<file path="src/rtl/dsb_pkg.sv">
// Package for the deflection safety and blanking block: register map, field positions,
// reset values and timing counts.
// Assumes a single 10 MHz core clock and a 32-bit Avalon-MM register slave.
package dsb_pkg;

   // Register byte offsets.
   localparam logic [3:0] CTRL_OFS   = 4'h0;
   localparam logic [3:0] STATUS_OFS = 4'h4;
   localparam logic [3:0] SEQ_OFS    = 4'h8;

   // Control register fields.
   localparam int CTRL_DRIVE_ON_BIT  = 0;
   localparam int CTRL_PERM_BLK_BIT  = 1;
   localparam int CTRL_VERT_EN_BIT   = 2;
   localparam int CTRL_OV_CLEAR_BIT  = 3;

   // Status register fields.
   localparam int STAT_OV_ALARM_BIT  = 0;
   localparam int STAT_HDRV_BIT      = 1;
   localparam int STAT_CDRV_BIT      = 2;
   localparam int STAT_BLANK_BIT     = 3;
   localparam int STAT_LOCK_BIT      = 4;
   localparam int STAT_PHASE_LSB     = 8;

   // Reset values: drives requested off, permanent blanking on, vertical drive off.
   localparam logic CTRL_DRIVE_ON_RST = 1'b0;
   localparam logic CTRL_PERM_BLK_RST = 1'b1;
   localparam logic CTRL_VERT_EN_RST  = 1'b0;

   // Over-voltage must persist this many horizontal lines before it trips.
   localparam int OV_DELAY_LINES = 2;

   // Time between the two drives in the phase sequence, in microseconds.
   localparam int PHASE_GAP_US     = 100;
   localparam int CLK_MHZ          = 10;
   localparam int PHASE_GAP_CYCLES = PHASE_GAP_US * CLK_MHZ;
   localparam logic [15:0] SEQ_GAP_RST = 16'(PHASE_GAP_CYCLES);

   typedef enum logic [1:0] {
      PH_OFF,
      PH_HORIZ,
      PH_BOTH,
      PH_CONV_OFF
   } dsb_phase_type;

endpackage

</file>
<file path="src/rtl/dsb_top.sv">
// Safety and blanking logic of a monitor deflection controller: latched over-voltage
// trip, ordered phase-in/out of horizontal and converter drives, early vertical blanking
// and a two-bit lock/blank composite code.
// Assumes pins arrive asynchronously and registers are reached over Avalon-MM.
//
// Summary of operation
// - Over-voltage trips drives off only after persisting two horizontal lines.
// - A trip sets the over-voltage alarm flag to one for software.
// - Trip stays latched until supply drop or software clear bit.
// - Every drive switch-on or switch-off uses the same phased sequence.
// - Horizontal drive comes on first and goes off last.
// - Blanking starts at first leading edge of vertical sync or discharge.
// - Blanking ends at trailing edge of discharge pulse only.
// - Composite output encodes lock and blank together, four combinations.
// - Permanent blank select at one holds blank level with current lock.
// - Blank also forced by low supply, active trip, or vertical drive off.
//
// Register access over Avalon-MM and the address map were decided locally.
`timescale 1ns/1ps
module dsb_top (
   input  wire logic        core_clk,
   input  wire logic        rst,
   input  wire logic [3:0]  avs_address,
   input  wire logic        avs_read,
   input  wire logic        avs_write,
   input  wire logic [31:0] avs_writedata,
   input  wire logic [3:0]  avs_byteenable,
   output logic [31:0]      avs_readdata,
   output logic             avs_waitrequest,
   input  wire logic        overvolt_sense_in,
   input  wire logic        hsync_line_in,
   input  wire logic        vsync_in,
   input  wire logic        vdischarge_in,
   input  wire logic        line_pll_lock_in,
   input  wire logic        supply_ok_in,
   output logic             horiz_drive_out,
   output logic             conv_drive_out,
   output logic [1:0]       lock_blank_composite_out
);
   import dsb_pkg::*;

   logic ov_s, hl_s, vs_s, vd_s, lock_s, sup_s;

   dsb_sync u_s_ov (.core_clk(core_clk), .rst(rst), .async_in(overvolt_sense_in),
                    .sync_out(ov_s));
   dsb_sync u_s_hl (.core_clk(core_clk), .rst(rst), .async_in(hsync_line_in),
                    .sync_out(hl_s));
   dsb_sync u_s_vs (.core_clk(core_clk), .rst(rst), .async_in(vsync_in),
                    .sync_out(vs_s));
   dsb_sync u_s_vd (.core_clk(core_clk), .rst(rst), .async_in(vdischarge_in),
                    .sync_out(vd_s));
   dsb_sync u_s_lk (.core_clk(core_clk), .rst(rst), .async_in(line_pll_lock_in),
                    .sync_out(lock_s));
   dsb_sync u_s_sp (.core_clk(core_clk), .rst(rst), .async_in(supply_ok_in),
                    .sync_out(sup_s));

   // Edge history of synchronised signals.
   logic hl_q, vs_q, vd_q;
   always_ff @(posedge core_clk) begin
      if (rst) begin
         hl_q <= 1'b0;
         vs_q <= 1'b0;
         vd_q <= 1'b0;
      end else begin
         hl_q <= hl_s;
         vs_q <= vs_s;
         vd_q <= vd_s;
      end
   end

   logic line_tick;
   assign line_tick = hl_s & ~hl_q;

   // Register file.
   logic        drive_on_q, permanent_blank_sel, vert_drive_enable;
   logic [15:0] seq_gap_q;
   logic        overvolt_latch_clear;
   logic        wr_ctrl;

   assign avs_waitrequest = 1'b0;
   assign wr_ctrl = avs_write && avs_address == CTRL_OFS && avs_byteenable[0];
   // The clear bit is a self-clearing one-cycle strobe, it never reads back as one.
   assign overvolt_latch_clear = wr_ctrl && avs_writedata[CTRL_OV_CLEAR_BIT];

   always_ff @(posedge core_clk) begin
      if (rst) begin
         drive_on_q          <= CTRL_DRIVE_ON_RST;
         permanent_blank_sel <= CTRL_PERM_BLK_RST;
         vert_drive_enable   <= CTRL_VERT_EN_RST;
      end else if (wr_ctrl) begin
         drive_on_q          <= avs_writedata[CTRL_DRIVE_ON_BIT];
         permanent_blank_sel <= avs_writedata[CTRL_PERM_BLK_BIT];
         vert_drive_enable   <= avs_writedata[CTRL_VERT_EN_BIT];
      end
   end

   always_ff @(posedge core_clk) begin
      if (rst) begin
         seq_gap_q <= SEQ_GAP_RST;
      end else if (avs_write && avs_address == SEQ_OFS) begin
         if (avs_byteenable[0]) begin
            seq_gap_q[7:0] <= avs_writedata[7:0];
         end
         if (avs_byteenable[1]) begin
            seq_gap_q[15:8] <= avs_writedata[15:8];
         end
      end
   end

   // Over-voltage qualification: count horizontal line starts seen with the sense held high.
   logic [1:0] ov_lines_q;
   logic       ov_latched_q;
   logic       overvolt_alarm_flag;

   always_ff @(posedge core_clk) begin
      if (rst || !ov_s) begin
         ov_lines_q <= 2'h0;
      end else if (line_tick && ov_lines_q != 2'(OV_DELAY_LINES)) begin
         ov_lines_q <= ov_lines_q + 2'h1;
      end
   end

   // Supply loss clears the latch like a power-on; a new trip wins over a clear.
   always_ff @(posedge core_clk) begin
      if (rst) begin
         ov_latched_q <= 1'b0;
      end else if (ov_lines_q == 2'(OV_DELAY_LINES) && sup_s) begin
         ov_latched_q <= 1'b1;
      end else if (!sup_s || overvolt_latch_clear) begin
         ov_latched_q <= 1'b0;
      end
   end
   assign overvolt_alarm_flag = ov_latched_q;

   // Phase sequencer shared by every on/off cause.
   dsb_phase_type phase_q;
   logic [15:0]   gap_cnt_q;
   logic          want_on;
   logic          gap_done;

   assign want_on  = drive_on_q && sup_s && !ov_latched_q;
   assign gap_done = gap_cnt_q >= seq_gap_q;

   always_ff @(posedge core_clk) begin
      if (rst || phase_q == PH_OFF || phase_q == PH_BOTH) begin
         gap_cnt_q <= 16'h0000;
      end else if (!gap_done) begin
         gap_cnt_q <= gap_cnt_q + 16'h0001;
      end
   end

   always_ff @(posedge core_clk) begin
      if (rst) begin
         phase_q <= PH_OFF;
      end else begin
         unique case (phase_q)
            PH_OFF: begin
               if (want_on) begin
                  phase_q <= PH_HORIZ;
               end
            end
            PH_HORIZ: begin
               if (!want_on) begin
                  phase_q <= PH_OFF;
               end else if (gap_done) begin
                  phase_q <= PH_BOTH;
               end
            end
            PH_BOTH: begin
               if (!want_on) begin
                  phase_q <= PH_CONV_OFF;
               end
            end
            PH_CONV_OFF: begin
               if (gap_done) begin
                  phase_q <= PH_OFF;
               end
            end
         endcase
      end
   end

   always_ff @(posedge core_clk) begin
      if (rst) begin
         horiz_drive_out <= 1'b0;
         conv_drive_out  <= 1'b0;
      end else begin
         horiz_drive_out <= phase_q != PH_OFF;
         conv_drive_out  <= phase_q == PH_BOTH;
      end
   end

   // Early vertical blanking.
   logic vblank_q;
   always_ff @(posedge core_clk) begin
      if (rst) begin
         vblank_q <= 1'b0;
      end else if (vd_q && !vd_s) begin
         vblank_q <= 1'b0;
      end else if ((vs_s && !vs_q) || (vd_s && !vd_q)) begin
         vblank_q <= 1'b1;
      end
   end

   logic blank_now;
   assign blank_now = vblank_q || permanent_blank_sel
                      || !sup_s || ov_latched_q || !vert_drive_enable;

   always_ff @(posedge core_clk) begin
      if (rst) begin
         lock_blank_composite_out <= 2'h1;
      end else begin
         lock_blank_composite_out <= {lock_s, blank_now};
      end
   end

   // Read path, answered combinationally with no wait state.
   always_comb begin
      avs_readdata = 32'h0000_0000;
      if (avs_read) begin
         unique case (avs_address)
            CTRL_OFS: begin
               avs_readdata[CTRL_DRIVE_ON_BIT] = drive_on_q;
               avs_readdata[CTRL_PERM_BLK_BIT] = permanent_blank_sel;
               avs_readdata[CTRL_VERT_EN_BIT]  = vert_drive_enable;
            end
            STATUS_OFS: begin
               avs_readdata[STAT_OV_ALARM_BIT] = overvolt_alarm_flag;
               avs_readdata[STAT_HDRV_BIT]     = horiz_drive_out;
               avs_readdata[STAT_CDRV_BIT]     = conv_drive_out;
               avs_readdata[STAT_BLANK_BIT]    = lock_blank_composite_out[0];
               avs_readdata[STAT_LOCK_BIT]     = lock_blank_composite_out[1];
               avs_readdata[STAT_PHASE_LSB +: 2] = phase_q;
            end
            SEQ_OFS: begin
               avs_readdata[15:0] = seq_gap_q;
            end
            default: begin
               avs_readdata = 32'h0000_0000;
            end
         endcase
      end
   end

   // Checks.
   property p_trip_needs_lines;
      @(posedge core_clk) disable iff (rst)
         $rose(ov_latched_q) |-> $past(ov_lines_q) == 2'(OV_DELAY_LINES);
   endproperty
   a_trip_needs_lines: assert property (p_trip_needs_lines)
      else $error("over-voltage tripped before two lines");

   property p_alarm_readable;
      @(posedge core_clk) disable iff (rst)
         (avs_read && avs_address == STATUS_OFS)
            |-> avs_readdata[STAT_OV_ALARM_BIT] == ov_latched_q;
   endproperty
   a_alarm_readable: assert property (p_alarm_readable)
      else $error("alarm flag not visible in status");

   property p_latch_holds;
      @(posedge core_clk) disable iff (rst)
         (ov_latched_q && sup_s && !overvolt_latch_clear) |=> ov_latched_q;
   endproperty
   a_latch_holds: assert property (p_latch_holds)
      else $error("over-voltage latch dropped without clear");

   property p_trip_drops_drives;
      @(posedge core_clk) disable iff (rst)
         (ov_latched_q && phase_q == PH_BOTH) |=> phase_q == PH_CONV_OFF;
   endproperty
   a_trip_drops_drives: assert property (p_trip_drops_drives)
      else $error("trip did not start the phase-out");

   property p_conv_needs_horiz;
      @(posedge core_clk) disable iff (rst)
         conv_drive_out |-> horiz_drive_out;
   endproperty
   a_conv_needs_horiz: assert property (p_conv_needs_horiz)
      else $error("converter drive on without horizontal drive");

   property p_conv_off_first;
      @(posedge core_clk) disable iff (rst)
         $fell(conv_drive_out) |-> horiz_drive_out;
   endproperty
   a_conv_off_first: assert property (p_conv_off_first)
      else $error("horizontal drive left before converter drive");

   property p_blank_start;
      @(posedge core_clk) disable iff (rst)
         (vs_s && !vs_q && !(vd_q && !vd_s)) |=> vblank_q;
   endproperty
   a_blank_start: assert property (p_blank_start)
      else $error("blanking did not start on vertical sync");

   property p_blank_end;
      @(posedge core_clk) disable iff (rst)
         (vd_q && !vd_s) |=> !vblank_q;
   endproperty
   a_blank_end: assert property (p_blank_end)
      else $error("blanking did not end at discharge trailing edge");

   property p_code;
      @(posedge core_clk) disable iff (rst)
         1'b1 |=> lock_blank_composite_out[1] == $past(lock_s);
   endproperty
   a_code: assert property (p_code)
      else $error("composite lock bit wrong");

   property p_forced_blank;
      @(posedge core_clk) disable iff (rst)
         (ov_latched_q || !sup_s || permanent_blank_sel) |=> lock_blank_composite_out[0];
   endproperty
   a_forced_blank: assert property (p_forced_blank)
      else $error("composite not forced to blank");

   property p_trip_holds_off;
      @(posedge core_clk) disable iff (rst)
         (ov_latched_q && phase_q == PH_OFF) |=> phase_q == PH_OFF;
   endproperty
   a_trip_holds_off: assert property (p_trip_holds_off)
      else $error("drives restarted while over-voltage latched");

   property p_horiz_leads;
      @(posedge core_clk) disable iff (rst)
         $rose(conv_drive_out) |-> $past(horiz_drive_out);
   endproperty
   a_horiz_leads: assert property (p_horiz_leads)
      else $error("converter drive came on before horizontal drive");

   property p_blank_start_discharge;
      @(posedge core_clk) disable iff (rst)
         (vd_s && !vd_q) |=> vblank_q;
   endproperty
   a_blank_start_discharge: assert property (p_blank_start_discharge)
      else $error("blanking did not start on discharge");

   property p_perm_blank;
      @(posedge core_clk) disable iff (rst)
         permanent_blank_sel |=> lock_blank_composite_out == {$past(lock_s), 1'b1};
   endproperty
   a_perm_blank: assert property (p_perm_blank)
      else $error("permanent blanking not shown with lock state");

   property p_vert_off_blank;
      @(posedge core_clk) disable iff (rst)
         !vert_drive_enable |=> lock_blank_composite_out[0];
   endproperty
   a_vert_off_blank: assert property (p_vert_off_blank)
      else $error("composite not blanked with vertical drive off");

endmodule

</file>
<file path="src/rtl/dsb_sync.sv">
// Two-flop synchroniser for one asynchronous level.
// Assumes the input is a pin sampled on core_clk; output is the stable copy.
`timescale 1ns/1ps
module dsb_sync (
   input  wire logic core_clk,
   input  wire logic rst,
   input  wire logic async_in,
   output logic      sync_out
);
   logic meta_q;

   always_ff @(posedge core_clk) begin
      if (rst) begin
         meta_q   <= 1'b0;
         sync_out <= 1'b0;
      end else begin
         meta_q   <= async_in;
         sync_out <= meta_q;
      end
   end
endmodule

</file>
<file path="config.mk">
export PLATFORM = sky130hd
export DESIGN_NAME = dsb_top
export DESIGN_NICKNAME = d
export VERILOG_FILES = /design/src/rtl/dsb_pkg.sv /design/src/rtl/dsb_top.sv /design/src/rtl/dsb_sync.sv
export SDC_FILE = /design/constraint.sdc
export NUM_CORES = 1
export LEC_CHECK = 0
export ABC_AREA = 1
export BUFFER_PORTS_ARGS = -buffer_cell sky130_fd_sc_hd__buf_2
export CORE_MARGIN = 2
export CORE_UTILIZATION = 52
export CTS_BUF_LIST = sky130_fd_sc_hd__clkbuf_4 sky130_fd_sc_hd__clkbuf_8
export DETAILED_ROUTE_END_ITERATION = 8
export PLACE_DENSITY_LB_ADDON = 0.2
export REMOVE_ABC_BUFFERS = 1
export SLEW_MARGIN = 20
export SYNTH_ARGS = -nofsm -noshare
export SYNTH_HDL_FRONTEND = slang
export SYNTH_SLANG_ARGS = --single-unit
</file>
<file path="constraint.sdc">
create_clock -name core_clk -period 2.8 [get_ports core_clk]
set_input_delay 0.42 -clock core_clk [delete_from_list [all_inputs] [get_ports core_clk]]
set_output_delay 0.42 -clock core_clk [all_outputs]
set_load 0.01 [all_outputs]
</file>
==> flow_summary.ini <==
[finish]
nets = 553
final_area_um2 = 3610
synthToLayoutAreaGrowth_pct = 14.1
insertedDiodeCount = 0
drive_above_1_share_pct = 16.4
fin_cells = 564

[place]
io_buffers = 51
placed_cell_area_um2 = 3390
hpwl_mm = 4.83
place_congestion = 0.901
place_inst = 549

[setup_path]
r2r_end = gap_cnt_q[7]
required_ns = 3.07
rrSetupSlack_ns = 0.92
reg2reg_from = gap_cnt_q[5]
path_max_fanout = 18
arrival_ns = 2.15
critPathLaunchType = flop
reg2reg_depth = 12
endpoint_kind = flop
criticalPathCategory = flop to flop

[clocking]
clock-sinks = 60
ctsRootBufferMaster = clkbuf_8
cts_hold_buffers = 0
h-tree-depth = 3
cts_made_buffers = 9
ctsResizeCount = 0
clk_path_buf_depth = 2
clk_latency_ns = 0.34
cts_tree = yes
path_clk_slew_ns = 0.07
cts_setup_buffers = 0

[grt]
antenna_found_initial = 0
grt_pass1_vias = 2384
grt_max_degree = 30
grt_overflow = 0
groute.usage.overall_pct = 20.5
grt_pass1_wl_mm = 10.4

[sta]
min_period_over_period_pct = 67.2
fin_hold_ws_ns = 0.277
layout_min_cycle_time_ns = 1.88
slew_violations = 0
rsz0062_at_grt = no
finalSetupViolations = 0
maxSlewHeadroom_pct = 65.5
hold_viol = 0
skew_ns = 0.00714
max_freq_mhz = 531
tightestPinTransition_ns = 0.517
setup_tns_ns = 0

[floorplanning]
rows = 28
start_util_pct = 53.7
core_area_um2 = 5890
dieWidth_um = 82.0
die_y_um = 82.0
die_area_um2 = 6720
design.portCount = 87

[yosys]
syn_area_per_cell_um2 = 7.30
netlist_area_um2 = 3160
synth_edf_count = 0
yosysMostFrequentCell = inv_1
yosysSeqAreaShare_pct = 38.0
ys_types = 33
synth_commonest_cells = inv_1, nand2_1, dfxtp_1
ys_top_cells_by_area = dfxtp_1, inv_1, nand2_1
ys_async_sr_fraction_pct = 0
yosysTopAreaCell = dfxtp_1
yosys.area.top_type_share_pct = 38.0
yosys_warnings = 0
yosys_register_bits = 60
synth-main-ff-cell = dfxtp_1
syn_inst = 433

[power_and_ir_drop]
power.density_nw_per_um2 = 507
ir_worst_vdd_mv = 0.300
p_leak_nw = 1.66

[routing]
drtPass1Iterations = 4
drc = 0
viasPerCell = 4.82
drt_iter0_drc = 124
num_vias = 2721
ant_nets = 0
wl_per_cell_um = 11.2
drt_wl_total_mm = 6.30

[status]
outcome = finished, final reports clean

[worst_hold_path]
whs_endpoint = u_s_hl.meta_q
min_path_type = input pin to flop
hp-start = hsync_line_in
hold_depth = 3

[flow_run]
maxCapViolCount = 0
==> cells by family after synthesis <==
group	after synthesis	synth area share, %
and+or+nand+nor	152	21.5
buffers and inverters	106	15.5
AOI/OAI and AO/OA	83	14.1
DFF	60	38.0
adders and majority gates	18	7.12
xor gates and xnor gates	13	3.60
other	1	0.119
==> critical path: stages, from the launching register on <==
cell and delay (ns):
dfxtp_1 0.47, ha_1 0.30, nand2_1 0.08, nand2_1 0.05
nand2_1 0.05, nand2_1 0.05, nor2_1 0.10, nand2_1 0.10
nand2_2 0.10, nand2_4 0.14, inv_6 0.17, nand2_1 0.08
a21oi_2 0.12
==> cell usage in the layout (no fill, tap or decap), drive strengths merged <==
cell type,netlist,routed
nand3,15,15
and3,1,1
dfxtp,60,60
inv,79,79
nand4,5,5
conb,1,17
o22ai,6,6
xor2,10,10
nand2,68,68
clkinv,0,2
nor3,18,18
nor2,44,44
o21ai,27,27
clkbuf,5,11
a21oi,47,47
buf,22,52
ha,18,18
a211oi,1,1
a211o,1,1
xnor2,3,3
nor3b,1,1
o21a,1,1
bufinv,0,2
==> routing by layer <==
metal  share of wire (%)  vias to the layer above  GRT usage, %
met3                 6.1                       12          3.85
met1                  48                     1186          25.8
met5                   0                        -             0
li1                    -                     1449             -
met2                  44                       74          33.5
met4                 2.0                        0          10.3
==> final cells by class <==
cell class                      instances  area, um2
Fill cell                             559       2280
Multi-Input combinational cell        283       1530
Sequential cell                        60       1200
Inverter                               79        302
Timing Repair Buffer                   52        263
Clock buffer                           11        145
Tap cell                               75       93.8
Clock inverter                          4       73.8
==> stage by stage <==
stage	total power [W]	setup WS, ns	utilization [%]
finish	0.00183	0.917	61.3
global route	0.00190	0.744	61.3
CTS	0.00184	0.917	61.3
detailed placement	0.000985	0.941	57.6
global placement	0.000983	0.963	57.6
floorplan	0.000942	1.26	-
==> worst max path at each step <==
stage	from	endpoint	slack [ns]	depth (start not counted)
6_report	gap_cnt_q[5]	gap_cnt_q[7]	0.92	12
5_1_grt	gap_cnt_q[5]	gap_cnt_q[5]	0.74	12
4_1_cts	gap_cnt_q[5]	gap_cnt_q[7]	0.92	12
3_5_place_dp	gap_cnt_q[5]	gap_cnt_q[6]	0.94	12
3_3_place_gp	avs_address[1]	avs_readdata[1]	0.96	7
2_1_floorplan	avs_address[1]	avs_readdata[3]	1.26	5
==> state kept, by name (all words and copies together), names as in the netlist, 2 cells and up, named ones only <==
signal and count:
seq_gap_q 16, gap_cnt_q 16, lock_blank_composite_out 2, ov_lines_q 2
==> where the power goes <==
group / total (W) / leakage (nW) / switching (W) / internal (W)
logic: 0.0000946 / 1.06 / 0.0000614 / 0.0000332
clock network: 0.000862 / 0.113 / 0.000332 / 0.000530
registers: 0.000873 / 0.487 / 0.00000448 / 0.000868
total: 0.00183 / 1.66 / 0.000398 / 0.00143
(Power assumes the default switching activity.)
